--- src/rtl/flash_host_consts.svh ---
// flash_host_consts.svh: timing counts, command codes and unlock words for the flash host.
// assumes a 200 MHz clock and an 18-bit flash address space.
`ifndef FLASH_HOST_CONSTS_SVH
`define FLASH_HOST_CONSTS_SVH

`define CLK_MHZ 200
// write strobe low time; well above the 5 ns glitch filter
`define WE_LOW_NS 20
`define WE_LOW_CYC ((`WE_LOW_NS * `CLK_MHZ + 999) / 1000)
// read access wait before sampling the data pins
`define RD_NS 80
`define RD_CYC ((`RD_NS * `CLK_MHZ + 999) / 1000)
// longest program time; longest figure, exact in cycles with no rounding
`define PROG_MAX_US 20
`define PROG_MAX_CYC (`PROG_MAX_US * `CLK_MHZ)
// wait for the whole data bus to be valid after program ends
`define SETTLE_US 1
`define SETTLE_CYC (`SETTLE_US * `CLK_MHZ)
// polls needed: first read plus two agreeing rereads
`define STABLE_NEED 2'h2

// unlock words, checked in order by the device
`define UNL_ADDR0 18'h0_5555
`define UNL_DATA0 8'hA5
`define UNL_ADDR1 18'h0_2AAA
`define UNL_DATA1 8'h5A
`define CODE_PROGRAM 8'h0A
`define CODE_ERASE_SETUP 8'h08
`define CODE_ID_ENTRY 8'h09
`define CODE_ID_EXIT 8'h0F
`define CODE_SECTOR 8'h30
`define CODE_BANK 8'h10
`define BANK_ADDR 18'h0_5555

// status bit positions in a flash read
`define POLL_BIT 7
`define TOGGLE_BIT 6

`define LEN_PROGRAM 3'h4
`define LEN_ERASE 3'h6
`define LEN_ID 3'h3

`endif

--- src/rtl/flash_host_pkg.sv ---
// flash_host_pkg: types shared by the flash host and its bench.
// assumes the constants header sits beside it.
package flash_host_pkg;

	typedef enum logic [2:0] {
		OP_READ = 3'h0,
		OP_PROGRAM = 3'h1,
		OP_SECTOR_ERASE = 3'h2,
		OP_BANK_ERASE = 3'h3,
		OP_ID_ENTRY = 3'h4,
		OP_ID_EXIT = 3'h5
	} op_t;

	typedef struct packed {
		op_t op;
		logic [17:0] addr;
		logic [7:0] data;
	} req_t;

	typedef struct packed {
		logic [7:0] rdata;
		logic err;
	} rsp_t;

	typedef struct packed {
		logic [17:0] addr;
		logic [7:0] dq_out;
		logic dq_oe_n;
		logic flash_bank_select_n;
		logic sram_bank_select_n;
		logic write_strobe_n;
		logic output_gate_n;
	} flash_pins_t;

endpackage : flash_host_pkg
--- src/rtl/flash_host_ctrl.sv ---
// flash_host_ctrl: host side sequencer driving the flash bank through its strobes.
// assumes dq_in is synchronous to clock and the bench resolves the shared data wire.
`timescale 1ns/1ps
`include "flash_host_consts.svh"

module flash_host_ctrl
	import flash_host_pkg::*;
#(
	parameter logic [31:0] ERASE_TIMEOUT_CYC = 32'h0BEB_C200
) (
	input wire logic clock,
	input wire logic rst_n,
	input wire logic req_valid,
	input wire req_t req,
	output logic req_ready,
	output logic rsp_done,
	output rsp_t rsp,
	output flash_pins_t pins,
	input wire logic [7:0] dq_in
);

	typedef enum logic [7:0] {
		S_IDLE = 8'b0000_0001,
		S_WSET = 8'b0000_0010,
		S_WLOW = 8'b0000_0100,
		S_WHIGH = 8'b0000_1000,
		S_RD = 8'b0001_0000,
		S_RGAP = 8'b0010_0000,
		S_SETTLE = 8'b0100_0000,
		S_FIN = 8'b1000_0000
	} state_t;

	typedef struct packed {
		state_t state;
		req_t cur;
		logic [2:0] step;
		logic [15:0] cnt;
		logic [31:0] tmo;
		logic polling;
		logic first;
		logic last_tog;
		logic [1:0] stable;
		logic ready;
		logic done;
		rsp_t rsp;
		flash_pins_t pins;
	} st_t;

	localparam flash_pins_t PINS_IDLE = '{addr: 18'h0_0000, dq_out: 8'h00, dq_oe_n: 1'b1,
		flash_bank_select_n: 1'b1, sram_bank_select_n: 1'b1, write_strobe_n: 1'b1,
		output_gate_n: 1'b1};
	localparam st_t ST_RST = '{state: S_IDLE, cur: '0, step: 3'h0, cnt: 16'h0000,
		tmo: 32'h0000_0000, polling: 1'b0, first: 1'b0, last_tog: 1'b0, stable: 2'h0,
		ready: 1'b1, done: 1'b0, rsp: '0, pins: PINS_IDLE};

	// address and data for one write of a command sequence
	function automatic logic [25:0] seq_word(input op_t op, input logic [2:0] step,
		input logic [17:0] a, input logic [7:0] d);
		logic [7:0] c;
		c = `CODE_ERASE_SETUP;
		case (op)
			OP_PROGRAM: c = `CODE_PROGRAM;
			OP_ID_ENTRY: c = `CODE_ID_ENTRY;
			OP_ID_EXIT: c = `CODE_ID_EXIT;
			default: c = `CODE_ERASE_SETUP;
		endcase
		case (step)
			3'h0: seq_word = {`UNL_ADDR0, `UNL_DATA0};
			3'h1: seq_word = {`UNL_ADDR1, `UNL_DATA1};
			3'h2: seq_word = {`UNL_ADDR0, c};
			3'h3: begin
				if (op == OP_PROGRAM) begin
					seq_word = {a, d};
				end else begin
					seq_word = {`UNL_ADDR0, `UNL_DATA0};
				end
			end
			3'h4: seq_word = {`UNL_ADDR1, `UNL_DATA1};
			default: begin
				if (op == OP_SECTOR_ERASE) begin
					seq_word = {a[17:12], 12'h000, `CODE_SECTOR};
				end else begin
					seq_word = {`BANK_ADDR, `CODE_BANK};
				end
			end
		endcase
	endfunction : seq_word

	function automatic logic [2:0] seq_len(input op_t op);
		case (op)
			OP_PROGRAM: seq_len = `LEN_PROGRAM;
			OP_SECTOR_ERASE, OP_BANK_ERASE: seq_len = `LEN_ERASE;
			default: seq_len = `LEN_ID;
		endcase
	endfunction : seq_len

	st_t st_q;
	st_t st_d;

	always_comb begin
		logic [25:0] w;
		logic tog;
		logic poll_ok;
		logic [31:0] limit;
		w = seq_word(st_q.cur.op, st_q.step, st_q.cur.addr, st_q.cur.data);
		tog = st_q.rsp.rdata[`TOGGLE_BIT];
		// program completes when the poll bit shows bit 7 of the true byte, erase when it reads one
		poll_ok = (st_q.cur.op == OP_PROGRAM) ?
			(st_q.rsp.rdata[`POLL_BIT] == st_q.cur.data[`POLL_BIT]) :
			st_q.rsp.rdata[`POLL_BIT];
		limit = (st_q.cur.op == OP_PROGRAM) ? 32'(`PROG_MAX_CYC) : ERASE_TIMEOUT_CYC;
		st_d = st_q;
		st_d.done = 1'b0;
		st_d.pins.sram_bank_select_n = 1'b1; // never contend with the flash select
		if (st_q.polling) begin
			st_d.tmo = st_q.tmo + 32'h0000_0001;
		end
		case (st_q.state)
			S_IDLE: begin
				if (req_valid) begin
					st_d.cur = req;
					st_d.step = 3'h0;
					st_d.cnt = 16'h0000;
					st_d.rsp = '0;
					st_d.polling = 1'b0;
					if (req.op == OP_READ) begin
						st_d.pins.addr = req.addr;
						st_d.state = S_RD;
					end else begin
						// program target must already be erased; no read-back here
						st_d.state = S_WSET;
					end
				end
			end
			S_WSET: begin
				// address and data settle before the strobe falls
				st_d.pins.addr = w[25:8];
				st_d.pins.dq_out = w[7:0];
				st_d.pins.dq_oe_n = 1'b0;
				st_d.pins.output_gate_n = 1'b1;
				st_d.pins.flash_bank_select_n = 1'b0;
				st_d.cnt = 16'h0000;
				st_d.state = S_WLOW;
			end
			S_WLOW: begin
				st_d.pins.write_strobe_n = 1'b0; // strobe falls last: address latch
				st_d.cnt = st_q.cnt + 16'h0001;
				if (st_q.cnt == 16'(`WE_LOW_CYC)) begin
					st_d.pins.write_strobe_n = 1'b1; // pulse far above 5 ns
					st_d.state = S_WHIGH;
				end
			end
			S_WHIGH: begin
				// bank select and data held one cycle past the strobe rise
				st_d.pins.flash_bank_select_n = 1'b1;
				st_d.pins.dq_oe_n = 1'b1;
				st_d.step = st_q.step + 3'h1;
				st_d.cnt = 16'h0000;
				if (st_q.step + 3'h1 != seq_len(st_q.cur.op)) begin
					st_d.state = S_WSET;
				end else if (st_q.cur.op == OP_PROGRAM || st_q.cur.op == OP_SECTOR_ERASE ||
					st_q.cur.op == OP_BANK_ERASE) begin
					// status polling starts right after the last rising strobe
					st_d.polling = 1'b1;
					st_d.first = 1'b1;
					st_d.stable = 2'h0;
					st_d.tmo = 32'h0000_0000;
					st_d.pins.addr = (st_q.cur.op == OP_PROGRAM) ? st_q.cur.addr : w[25:8];
					st_d.state = S_RD;
				end else begin
					st_d.state = S_FIN; // id entry or exit
				end
			end
			S_RD: begin
				st_d.pins.flash_bank_select_n = 1'b0;
				st_d.pins.output_gate_n = 1'b0;
				st_d.pins.dq_oe_n = 1'b1;
				st_d.cnt = st_q.cnt + 16'h0001;
				if (st_q.cnt == 16'(`RD_CYC)) begin
					st_d.rsp.rdata = dq_in; // status only while busy
					st_d.pins.flash_bank_select_n = 1'b1;
					st_d.pins.output_gate_n = 1'b1;
					st_d.state = S_RGAP;
				end
			end
			S_RGAP: begin
				st_d.cnt = 16'h0000;
				if (!st_q.polling) begin
					st_d.state = S_FIN;
				end else begin
					st_d.first = 1'b0;
					st_d.last_tog = tog;
					// toggle unchanged over three reads in a row and poll bit agrees on the last two
					if (!st_q.first && tog == st_q.last_tog && poll_ok) begin
						st_d.stable = st_q.stable + 2'h1;
					end else begin
						st_d.stable = 2'h0;
					end
					if (!st_q.first && tog == st_q.last_tog && poll_ok &&
						st_q.stable + 2'h1 == `STABLE_NEED) begin
						st_d.polling = 1'b0;
						st_d.state = (st_q.cur.op == OP_PROGRAM) ? S_SETTLE : S_FIN;
					end else if (st_q.tmo >= limit) begin
						// device stuck or sequence rejected; report and give up
						st_d.polling = 1'b0;
						st_d.rsp.err = 1'b1;
						st_d.state = S_FIN;
					end else begin
						st_d.state = S_RD;
					end
				end
			end
			S_SETTLE: begin
				// next array read only after the data bus is valid again
				st_d.cnt = st_q.cnt + 16'h0001;
				if (st_q.cnt == 16'(`SETTLE_CYC)) begin
					st_d.state = S_FIN;
				end
			end
			S_FIN: begin
				st_d.done = 1'b1;
				st_d.state = S_IDLE;
			end
			default: begin
				st_d = ST_RST;
			end
		endcase
		st_d.ready = (st_d.state == S_IDLE);
	end

	always_ff @(posedge clock) begin
		if (!rst_n) begin
			st_q <= ST_RST;
		end else begin
			st_q <= st_d;
		end
	end

	assign req_ready = st_q.ready;
	assign rsp_done = st_q.done;
	assign rsp = st_q.rsp;
	assign pins = st_q.pins;

endmodule : flash_host_ctrl

--- config.mk ---
export PLATFORM = sky130hd
export DESIGN_NAME = flash_host_ctrl
export DESIGN_NICKNAME = d
export VERILOG_FILES = /design/src/rtl/flash_host_pkg.sv /design/src/rtl/flash_host_ctrl.sv
export VERILOG_INCLUDE_DIRS = /design/src /design/src/rtl
export SDC_FILE = /design/constraint.sdc
export NUM_CORES = 1
export LEC_CHECK = 0
export ABC_AREA = 1
export BUFFER_PORTS_ARGS = -buffer_cell sky130_fd_sc_hd__buf_2
export CORE_UTILIZATION = 59
export CTS_BUF_LIST = sky130_fd_sc_hd__clkbuf_4 sky130_fd_sc_hd__clkbuf_8
export DETAILED_ROUTE_END_ITERATION = 10
export PLACE_DENSITY = 0.8
export SYNTH_ARGS = -nofsm -noshare
export SYNTH_HDL_FRONTEND = slang
export SYNTH_SLANG_ARGS = --single-unit
export TNS_END_PERCENT = 100
--- constraint.sdc ---
create_clock -name clock -period 2.9 [get_ports clock]
set_input_delay 0.435 -clock clock [delete_from_list [all_inputs] [get_ports clock]]
set_output_delay 0.435 -clock clock [all_outputs]
set_load 0.03 [all_outputs]
==> results.ini, run 1 <==
[cts]
post_cts_buffers = 0
h-tree-depth = 4
root_buffer = clkbuf_8
cts_inserted_buffers = 17
cts.sinks = 134
cts_max_path_buffers = 2
cts_hold_buf = 0
insertion_delay_ns = 0.44
cts_tree = built
clk_pin_slew_ns = 0.07
cts_resized = 0

[status]
outcome = finished clean

[worst_setup_path]
crit_fanout = 18
arrival_ns = 2.73
critPathKind = reg2reg
startpoint_type = flip-flop
crit_slowest_cell = dfxtp_1
cpPeakStageDelay_ns = 0.40
crit_chain = inv_2, nor2_2, nand2_1, buf_4, nor2_1, nor2_1, o21ai_0, nand2_1, nand2_1, nand2_1, o21ai_0, a21oi_1
crit_required_ns = 3.22
critPathBufInv = 2
crit_path_frequent_cell = nand2_1
cp_top_family = simple AND/OR/NAND/NOR gates
end_kind = flip-flop

[sta]
setup_viol = 0
tightest_slew_ns = 0.536
timing.slew.headroom = 0.639
rsz0062_at_grt = false
finalMaxSlewViolations = 0
whs_ns = 0.257
fin_tns_setup_ns = 0
fin_skew_ns = 0.00981
final_hold_viol_count = 0
min_period_ns = 2.41
max_freq_mhz = 415
post-route-period-util = 0.832

[finish]
multi_input_area_mm2 = 0.00386
nets = 1213
drive_gt1_frac = 0.126
n_antenna_cell = 0
final_core_utilization = 0.670
regArea_mm2 = 0.00268
nFillCells = 1108
syn2layout_area_growth_pct = 9.49
fin_cells = 1340

[yosys]
syn_avg_cell_area_um2 = 6.59
synth_top_family_by_area = simple AND/OR/NAND/NOR gates
seq_area_frac_synth = 0.362
synthTopCellsByArea = dfxtp_1, nand2_1, nand3_1
async_flop_share = 0
synth_edf_count = 0
synth_adder_area_share = 0.0236
netlist_area_mm2 = 0.00741
synthXorXnorAreaFrac = 0.0366
ys.flop_type = dfxtp_1
synth_mux_area_frac = 0
yosysMostFrequentCell = nand2_1
syn-num-nets = 1179
yosys_warnings = 0
yosysTopAreaCellShare = 0.362
yosys.area_share.simple = 0.347
ys_ff_latch = 134
synth_compound_area_frac = 0.112
synth_common_cells = nand2_1, dfxtp_1, nor2_1, nand3_1, a21oi_1
synth_cells = 1125
synth.largest_area_cell = dfxtp_1
synth_cell_types = 40

[grt]
grtUsageTotal = 0.284
grt_pass1_wl_um = 29800
antenna_found_initial = 0
grt_pass1_vias = 6369
gr-total-overflow = 0
grt_max_degree = 37

[power]
p_leak_uw = 0.00348
seqPwrFrac = 0.451
p_switching_uw = 1200
clockPowerShare = 0.401
comb_power_share = 0.147
ir_worst_vdd_uv = 533
p_int_uw = 3120
p_per_area_mw_per_mm2 = 532
power_uw = 4320
switching_share = 0.277

[place]
hpwl_um = 12800
portBuffers = 80
gp_congestion = 0.913
dp_cells = 1308

[routing]
drt-total-wl_um = 17900
vias = 7312
wl_per_cell_um = 13.4
first_pass_iters = 7
drc = 0
vias_per_cell = 5.46
drt_iter0_markers = 636
drtAntennaViolNets = 0

[floorplanning]
io_pins = 82
start_util = 0.612
fp-row-count = 40
die_x_um = 114
core_area_mm2 = 0.0121
die_h_um = 114
die_area_mm2 = 0.0130

[flow_run]
maxCapViolCount = 0

[min_path]
hp-class = in2reg

==> layer usage <==
metal,GRT usage,wire length [um],vias up
met5,0,0,-
met4,0.0797,252,0
met3,0.0656,1440,23
met2,0.451,8050,285
met1,0.388,8150,3320
li1,-,-,3684
==> registers in the layout (all words and copies together), names as in the netlist <==
| register | cells |
|---|---|
| pins | 30 |
| req_ready | 1 |
| rsp | 9 |
| rsp_done | 1 |
| st_q | 93 |
==> cell families after synthesis <==
logic type	after synthesis
and+or+nand+nor	602
buffers and inverters	185
AOI/OAI and AO/OA	158
DFF	134
xor gates and xnor gates	31
adders and majority gates	14
other	1
==> cells in the final DEF (no fill, tap or decap), types with 4 or more instances in the layout <==
cell type / count
clkinv_2: 4
xnor2_1: 10
nor3_1: 22
inv_1: 93
bufinv_16: 4
nand2_1: 291
nor4_1: 5
nand4_1: 32
o21ai_0: 44
ha_1: 14
clkbuf_8: 20
buf_4: 17
buf_2: 80
nand3_1: 109
dfxtp_1: 134
xor2_1: 21
inv_2: 7
a21oi_1: 102
nor2_1: 130
==> worst register-to-register path, cell delays in order (launching register included) <==
cell and delay (ns):
dfxtp_1 0.40, inv_2 0.08, nor2_2 0.10, nand2_1 0.33, buf_4 0.34, nor2_1 0.15
nor2_1 0.05, o21ai_0 0.24, nand2_1 0.21, nand2_1 0.11, nand2_1 0.05, o21ai_0 0.16
a21oi_1 0.08
==> worst paths after layout <==
kind	startpoint	end	slack, ns	cells past startpoint
setup reg to reg	st_q[124]$_SDFFE_PN0P_	pins[21]$_SDFFE_PN0P_	0.49	12
setup / recovery	st_q[124]$_SDFFE_PN0P_	pins[21]$_SDFFE_PN0P_	0.49	12
hold / removal	dq_in[5]	rsp[6]$_SDFFE_PN0P_	0.26	3
hold reg to reg	pins[17]$_SDFFE_PN0P_	pins[17]$_SDFFE_PN0P_	0.46	2
==> cell type report <==
type	instances	share of cell area
clock buffer	23	0.0367
timing repair buffer	97	0.0651
multi-input combinational	806	0.476
sequential	134	0.331
clock inverter	9	0.0182
tap	168	0.0259
inverter	103	0.0476
==> through the flow <==
stage,area (um^2),setup slack (ns)
after floorplan,7410,0.718
after global placement,7670,0.619
after detailed placement,7670,0.560
after CTS,8120,0.514
after global routing,8120,0.207
final,8120,0.487
==> power groups by stage <==
stage / combinational, uW / clock, uW / sequential [uW]
after floorplan: 507 / 0 / 1990
after global placement: 623 / 0 / 1990
after detailed placement: 629 / 0 / 1990
after CTS: 632 / 1760 / 1950
after global routing: 704 / 1840 / 1960
final: 637 / 1730 / 1950
Note: power is estimated with default switching activity, not from simulation.
==> run 2: changes to the inputs <==
Settings changed: ABC_AREA 1 to 0, CORE_UTILIZATION 59 to 55, PLACE_DENSITY 0.8 to 0.79.
Clock period 2.9 ns to 2 ns, I/O delays scaled along.
==> run 2 against run 1 <==
  * The flow now finishes with violations (setup timing)
  * Clock power rose by 49%
  * Global-route usage up 5.4 points
  * Non-clock buffer count is 140 higher
  * Critical endpoint is now pins[24]$_SDFFE_PN0P_
  * Largest cell class unchanged
  * Clock-buffer cell count grew 2
  * Sequential cell count unchanged
  * First-iteration DRC count is 130% higher
  * Clock skew rose by 0.0066 ns
  * Combinational power grew to 3.3 times the previous value
  * Wire length is 66% higher
  * Cell count fell by 12%
  * Worst hold slack worse by 0.22 ns
==> results.ini, run 2 <==
[status]
outcome = complete, but fails checks
violations = setup timing

[finish]
final_common_cell = dfxtp_1
max_flop_register = st_q
nets = 1053
drive_gt1_frac = 0.442
syn2layout_area_growth_pct = 42.7
mostFrequentLayoutCells = dfxtp_1, nor2_1, buf_4, buf_2, a21oi_1
largest_reg_flops = 93

[grt]
grtUsageTotal = 0.339
gr-total-overflow = 0
grt_pass1_wl_um = 34700
grt_max_degree = 25
antenna_found_initial = 1
grt_pass1_vias = 6819

[sta]
max_freq_mhz = 394
rsz0062_at_grt = true
timing.slew.headroom = 0.579
fin_tns_setup_ns = -26.09
min_period_ns = 2.54
finalMaxSlewViolations = 0
final_hold_viol_count = 0
timing.final.ws_setup_ns = -0.540
fin_skew_ns = 0.0165
post-route-period-util = 1.27
setup_viol = 130
tightest_slew_ns = 0.629

[worst_setup_path]
cpPeakStageDelay_ns = 0.61
startpoint = st_q[132]$_SDFF_PN0_
arrival_ns = 2.87
crit_slowest_cell = or4_4
rr_worst_depth = 8
reg2reg_from = st_q[132]$_SDFF_PN0_
crit_required_ns = 2.33
critPathKind = reg2reg
startpoint_type = flip-flop
crit_fanout = 6
crit_chain = or4_4, buf_6, nor3_4, nand2_1, and3_4, buf_12, nor2_1, a311oi_2
end_kind = flip-flop

[power]
p_per_area_mw_per_mm2 = 758
p_leak_uw = 0.00387
power_uw = 7570
ir_worst_vdd_uv = 422

[yosys]
ys_ff_latch = 134
syn-num-nets = 885
yosysTopAreaCellShare = 0.383
async_flop_share = 0
synth_cells = 831
yosysMostFrequentCell = nor2_1
yosys_warnings = 0
synth_top_family_by_area = simple AND/OR/NAND/NOR gates
synthXorXnorAreaFrac = 0.0638
synth_mux_area_frac = 0.00447
synth.largest_area_cell = dfxtp_1
seq_area_frac_synth = 0.383
syn_avg_cell_area_um2 = 8.43
synth_edf_count = 0
ys.flop_type = dfxtp_1
netlist_area_mm2 = 0.00700
synth_compound_area_frac = 0.185
yosys.area_share.simple = 0.246
synth_cell_types = 67
synth_common_cells = nor2_1, dfxtp_1, a21oi_1, buf_4, nand2_1
synth_adder_area_share = 0.0250
synthTopCellsByArea = dfxtp_1, nor2_1, buf_4

[flow_run]
maxCapViolCount = 0

[routing]
drtAntennaViolNets = 0
drc = 0
drt-total-wl_um = 29700
vias = 8112
drt_iter0_markers = 1443
vias_per_cell = 6.87
first_pass_iters = 6
wl_per_cell_um = 25.2

[cts]
h-tree-depth = 4
root_buffer = clkbuf_8
cts_max_path_buffers = 2
clk_pin_slew_ns = 0.08
cts_inserted_buffers = 17
cts.sinks = 134
cts_tree = built
insertion_delay_ns = 0.48

[floorplanning]
die_h_um = 115
fp-row-count = 40
die_area_mm2 = 0.0132
start_util = 0.573
die_x_um = 115
io_pins = 82
core_area_mm2 = 0.0122

[place]
hpwl_um = 12800
portBuffers = 80
gp_congestion = 0.889

[min_path]
hp-class = in2reg
hold_path.startpoint = dq_in[7]
hold_path_depth = 2

run 2: cell count changes after synthesis, sizes merged, moves of 22 or more:
cell   before  now
a21oi     103   51
a22oi       0   29
inv       100   18
nand2     292   38
nand3     110   29
nand4      32   10
run 2: metal layers:
| layer | vias to the layer above | track usage | part of all wire |
|---|---|---|---|
| met5 | - | 0 | 0 |
| met4 | 0 | 0.188 | 0.080 |
| met3 | 260 | 0.0859 | 0.13 |
| met2 | 787 | 0.547 | 0.44 |
| met1 | 3796 | 0.413 | 0.35 |
| li1 | 3269 | - | - |
run 2: through the flow:
stage                     instances  hold WS, ns  utilization  setup slack [ns]  area [um^2]
after global placement         1101        0.449        0.659            -0.252         8050
after CTS                      1158       0.0441        0.749            -0.124         9150
after floorplan                 831        0.425            -            -0.369         7150
after detailed placement       1101        0.453        0.659            -0.292         8050
after global routing           1181       0.0322        0.818            -0.556         9990
final                          1181       0.0362        0.818            -0.540         9990
run 2: worst max-delay path, delay by kind of cell, from the launching register on:
family | cells | cell delay (ns)
AND/OR/NAND/NOR | 5 | 1.62
buffers and inverters | 2 | 0.30
AO/OA/AOI/OAI | 1 | 0.12
flip-flops | 1 | 0.35
run 2: path summary, 6_finish.rpt:
kind	to	slack, ns
worst min register to register	pins[15]$_SDFFE_PN0P_	0.48
worst max-delay path	pins[24]$_SDFFE_PN0P_	-0.54
worst min-delay path	rsp[8]$_SDFFE_PN0P_	0.04
worst max register to register	pins[24]$_SDFFE_PN0P_	-0.54
run 2: logic make-up after synthesis:
logic type | after synthesis
AND/OR/NAND/NOR | 333
AO/OA/AOI/OAI | 188
flip-flops | 134
buffers and inverters | 107
XOR/XNOR | 51
adder cells (fa/ha/maj) | 14
multiplexers | 3
other | 1
run 2: layout make-up:
class	count	area [um^2]
diodes	1	2.50
clock buffers	25	325
clock inverters	7	116
fillers	602	2220
inverters	19	77.6
multi-input cells	590	4570
flip-flops and latches	134	2700
well taps	168	210
repair buffers	237	1990
run 2: power by group:
| group | switching [uW] | internal [uW] | leakage, uW | total [uW] |
|---|---|---|---|---|
| clock network | 1140 | 1440 | 0.000226 | 2580 |
| registers | 105 | 2790 | 0.00109 | 2890 |
| logic | 1190 | 904 | 0.00255 | 2100 |
run 2: repair_timing:
action / in CTS / in global routing
gates resized for setup: 79 / 149
hold buffers: 0 / 0
endpoints found under the setup margin: 110 / 131
setup buffers: 20 / 28
pin swaps: 19 / 90
cloned: 7 / 2
==> run 3: changes to the inputs <==
Settings changed: SKIP_CTS_REPAIR_TIMING from default to 1.
==> run 3 against run 2 <==
  * The run still ends with setup timing left
  * Core utilization shrank 4.9 points
  * Global-route usage shrank 6.0 points
  * Critical path depth is the same
  * Wire length shrank 24%
  * Cell count shrank 1.9%
  * Design area shrank 6.0%
  * Setup slack gained 0.33 ns
  * Combinational power shrank 22%
  * Clock skew is essentially flat
  * Maximum frequency grew 15%
  * First-iteration DRC count shrank 32%
  * Sequential share of layout area grew 1.7 points
  * Highest routed layer unchanged
==> results.ini, run 3 (synthesized netlist as in run 2, its figures left out) <==
[worst_setup_path]
crit_fanout = 4
arrival_ns = 2.56
critPathBufInv = 1
rr_worst_depth = 8
critPathKind = reg2reg
crit_chain = nor3b_4, inv_2, ha_4, or4_4, a211oi_4, a21oi_2, or3_1, o2111a_1
cpPeakStageDelay_ns = 0.43
reg2reg_from = st_q[125]$_SDFFE_PN0P_
rrSetupSlack_ns = -0.21
r2r-end = rsp[0]$_SDFFE_PN0P_
end_kind = flip-flop
cp_top_family = simple AND/OR/NAND/NOR gates
startpoint_type = flip-flop
crit_slowest_cell = or4_4
crit_required_ns = 2.35

[finish]
max_flop_register = st_q
fin_cells = 1158
mostFrequentLayoutCells = dfxtp_1, nor2_1, buf_4, buf_2, a21oi_1
drive_gt1_frac = 0.394
nFillCells = 722
largest_reg_flops = 93
syn2layout_area_growth_pct = 34.1
nets = 1030
final_common_cell = dfxtp_1

[power]
p_per_area_mw_per_mm2 = 747
clockPowerShare = 0.358
p_int_uw = 4920
comb_power_share = 0.232
p_leak_uw = 0.00364
p_switching_uw = 2090
power_uw = 7010
ir_worst_vdd_uv = 424
seqPwrFrac = 0.410
switching_share = 0.299

[cts]
h-tree-depth = 4
insertion_delay_ns = 0.47
cts_max_path_buffers = 2
clk_pin_slew_ns = 0.08
root_buffer = clkbuf_8
cts_tree = built
cts_inserted_buffers = 17
cts.sinks = 134

[place]
hpwl_um = 12800
post-place-ws_ns = -0.292
dp_cells = 1101
portBuffers = 80
gp_congestion = 0.889

[routing]
vias = 7231
drt_iter0_markers = 986
drtAntennaViolNets = 0
drc = 0
drt-total-wl_um = 22500
vias_per_cell = 6.24
wl_per_cell_um = 19.4
first_pass_iters = 6

[sta]
finalMaxSlewViolations = 0
setup_viol = 78
fin_skew_ns = 0.0165
max_freq_mhz = 453
timing.final.ws_setup_ns = -0.210
timing.slew.headroom = 0.603
min_period_ns = 2.21
rsz0062_at_grt = true
post-route-period-util = 1.10
tightest_slew_ns = 0.592
final_hold_viol_count = 0

[floorplanning]
die_x_um = 115
die_area_mm2 = 0.0132
start_util = 0.573
die_h_um = 115
core_area_mm2 = 0.0122
fp-row-count = 40
io_pins = 82

[grt]
grt_pass1_wl_um = 29000
grtUsageTotal = 0.279
gr-total-overflow = 0
antenna_found_initial = 1
grt_pass1_vias = 5998
grt_max_degree = 33

[status]
violations = setup timing
outcome = complete, but fails checks

[flow_run]
maxCapViolCount = 0

[min_path]
min_to = rsp[8]$_SDFFE_PN0P_
hold_path_depth = 2
hold_path.startpoint = dq_in[7]
hp-class = in2reg

[run 3: changes by cell type in the layout (fill, tap and decap cells not counted), moves of 3 or more]
cell and change:
a22oi_1 +14, o2bb2ai_1 +9, o21ai_1 -3, buf_16 -4, buf_6 -14, o2bb2ai_2 -9
nor2_1 -3, a221oi_1 +3, o21ai_0 +4, a22oi_2 -14, buf_12 -4
[run 3: layer usage]
metal	global-route usage	vias up	part of all wire
met5	0	-	0
met4	0.0935	0	0.031
met3	0.0585	75	0.076
met2	0.451	449	0.49
met1	0.370	3485	0.40
li1	-	3222	-
[run 3: how the worst max path moves through the flow]
| stage | end | depth (start not counted) | startpoint | slack [ns] |
|---|---|---|---|---|
| finish | rsp[0]$_SDFFE_PN0P_ | 8 | st_q[125]$_SDFFE_PN0P_ | -0.21 |
| global route | st_q[46]$_SDFFE_PN0P_ | 8 | st_q[125]$_SDFFE_PN0P_ | -0.28 |
| CTS | st_q[46]$_SDFFE_PN0P_ | 6 | st_q[127]$_SDFF_PN1_ | -0.31 |
| detailed placement | st_q[46]$_SDFFE_PN0P_ | 6 | st_q[127]$_SDFF_PN1_ | -0.29 |
| global placement | st_q[46]$_SDFFE_PN0P_ | 6 | st_q[127]$_SDFF_PN1_ | -0.25 |
| floorplan | rsp[0]$_SDFFE_PN0P_ | 11 | st_q[126]$_SDFFE_PN0P_ | -0.37 |
[run 3: area by class of cell]
class,instances,area (um^2),area share
inverters,19,77.6,0.00826
clock inverters,7,116,0.0124
flip-flops and latches,134,2700,0.287
repair buffers,214,1630,0.173
well taps,168,210,0.0224
clock buffers,25,325,0.0347
multi-input cells,590,4330,0.461
diodes,1,2.50,0.000267
[run 3: power groups by stage]
stage / Clock (uW) / Sequential, uW / Combinational [uW]
2_1_floorplan: 0 / 2910 / 923
3_3_place_gp: 0 / 2920 / 1260
3_5_place_dp: 0 / 2920 / 1280
4_1_cts: 2490 / 2860 / 1290
5_1_grt: 2650 / 2880 / 1700
6_report: 2510 / 2870 / 1630
[run 3: per-stage QoR]
stage	utilization	area (um^2)	TNS [ns]	hold slack, ns
final	0.769	9390	-5.35	0.0431
after global routing	0.769	9390	-11.69	0.0380
after CTS	0.695	8490	-16.31	0.0443
after detailed placement	0.659	8050	-14.58	0.453
after global placement	0.659	8050	-9.98	0.449
after floorplan	-	7150	-11.86	0.425
[run 3: worst reg2reg max path, delay by kind of cell (launching register included)]
family / cells / cell delay (ns)
AOI/OAI and AO/OA: 3 / 0.50
adders and majority gates: 1 / 0.16
buffers and inverters: 1 / 0.09
DFF: 1 / 0.34
and+or+nand+nor: 3 / 1.01
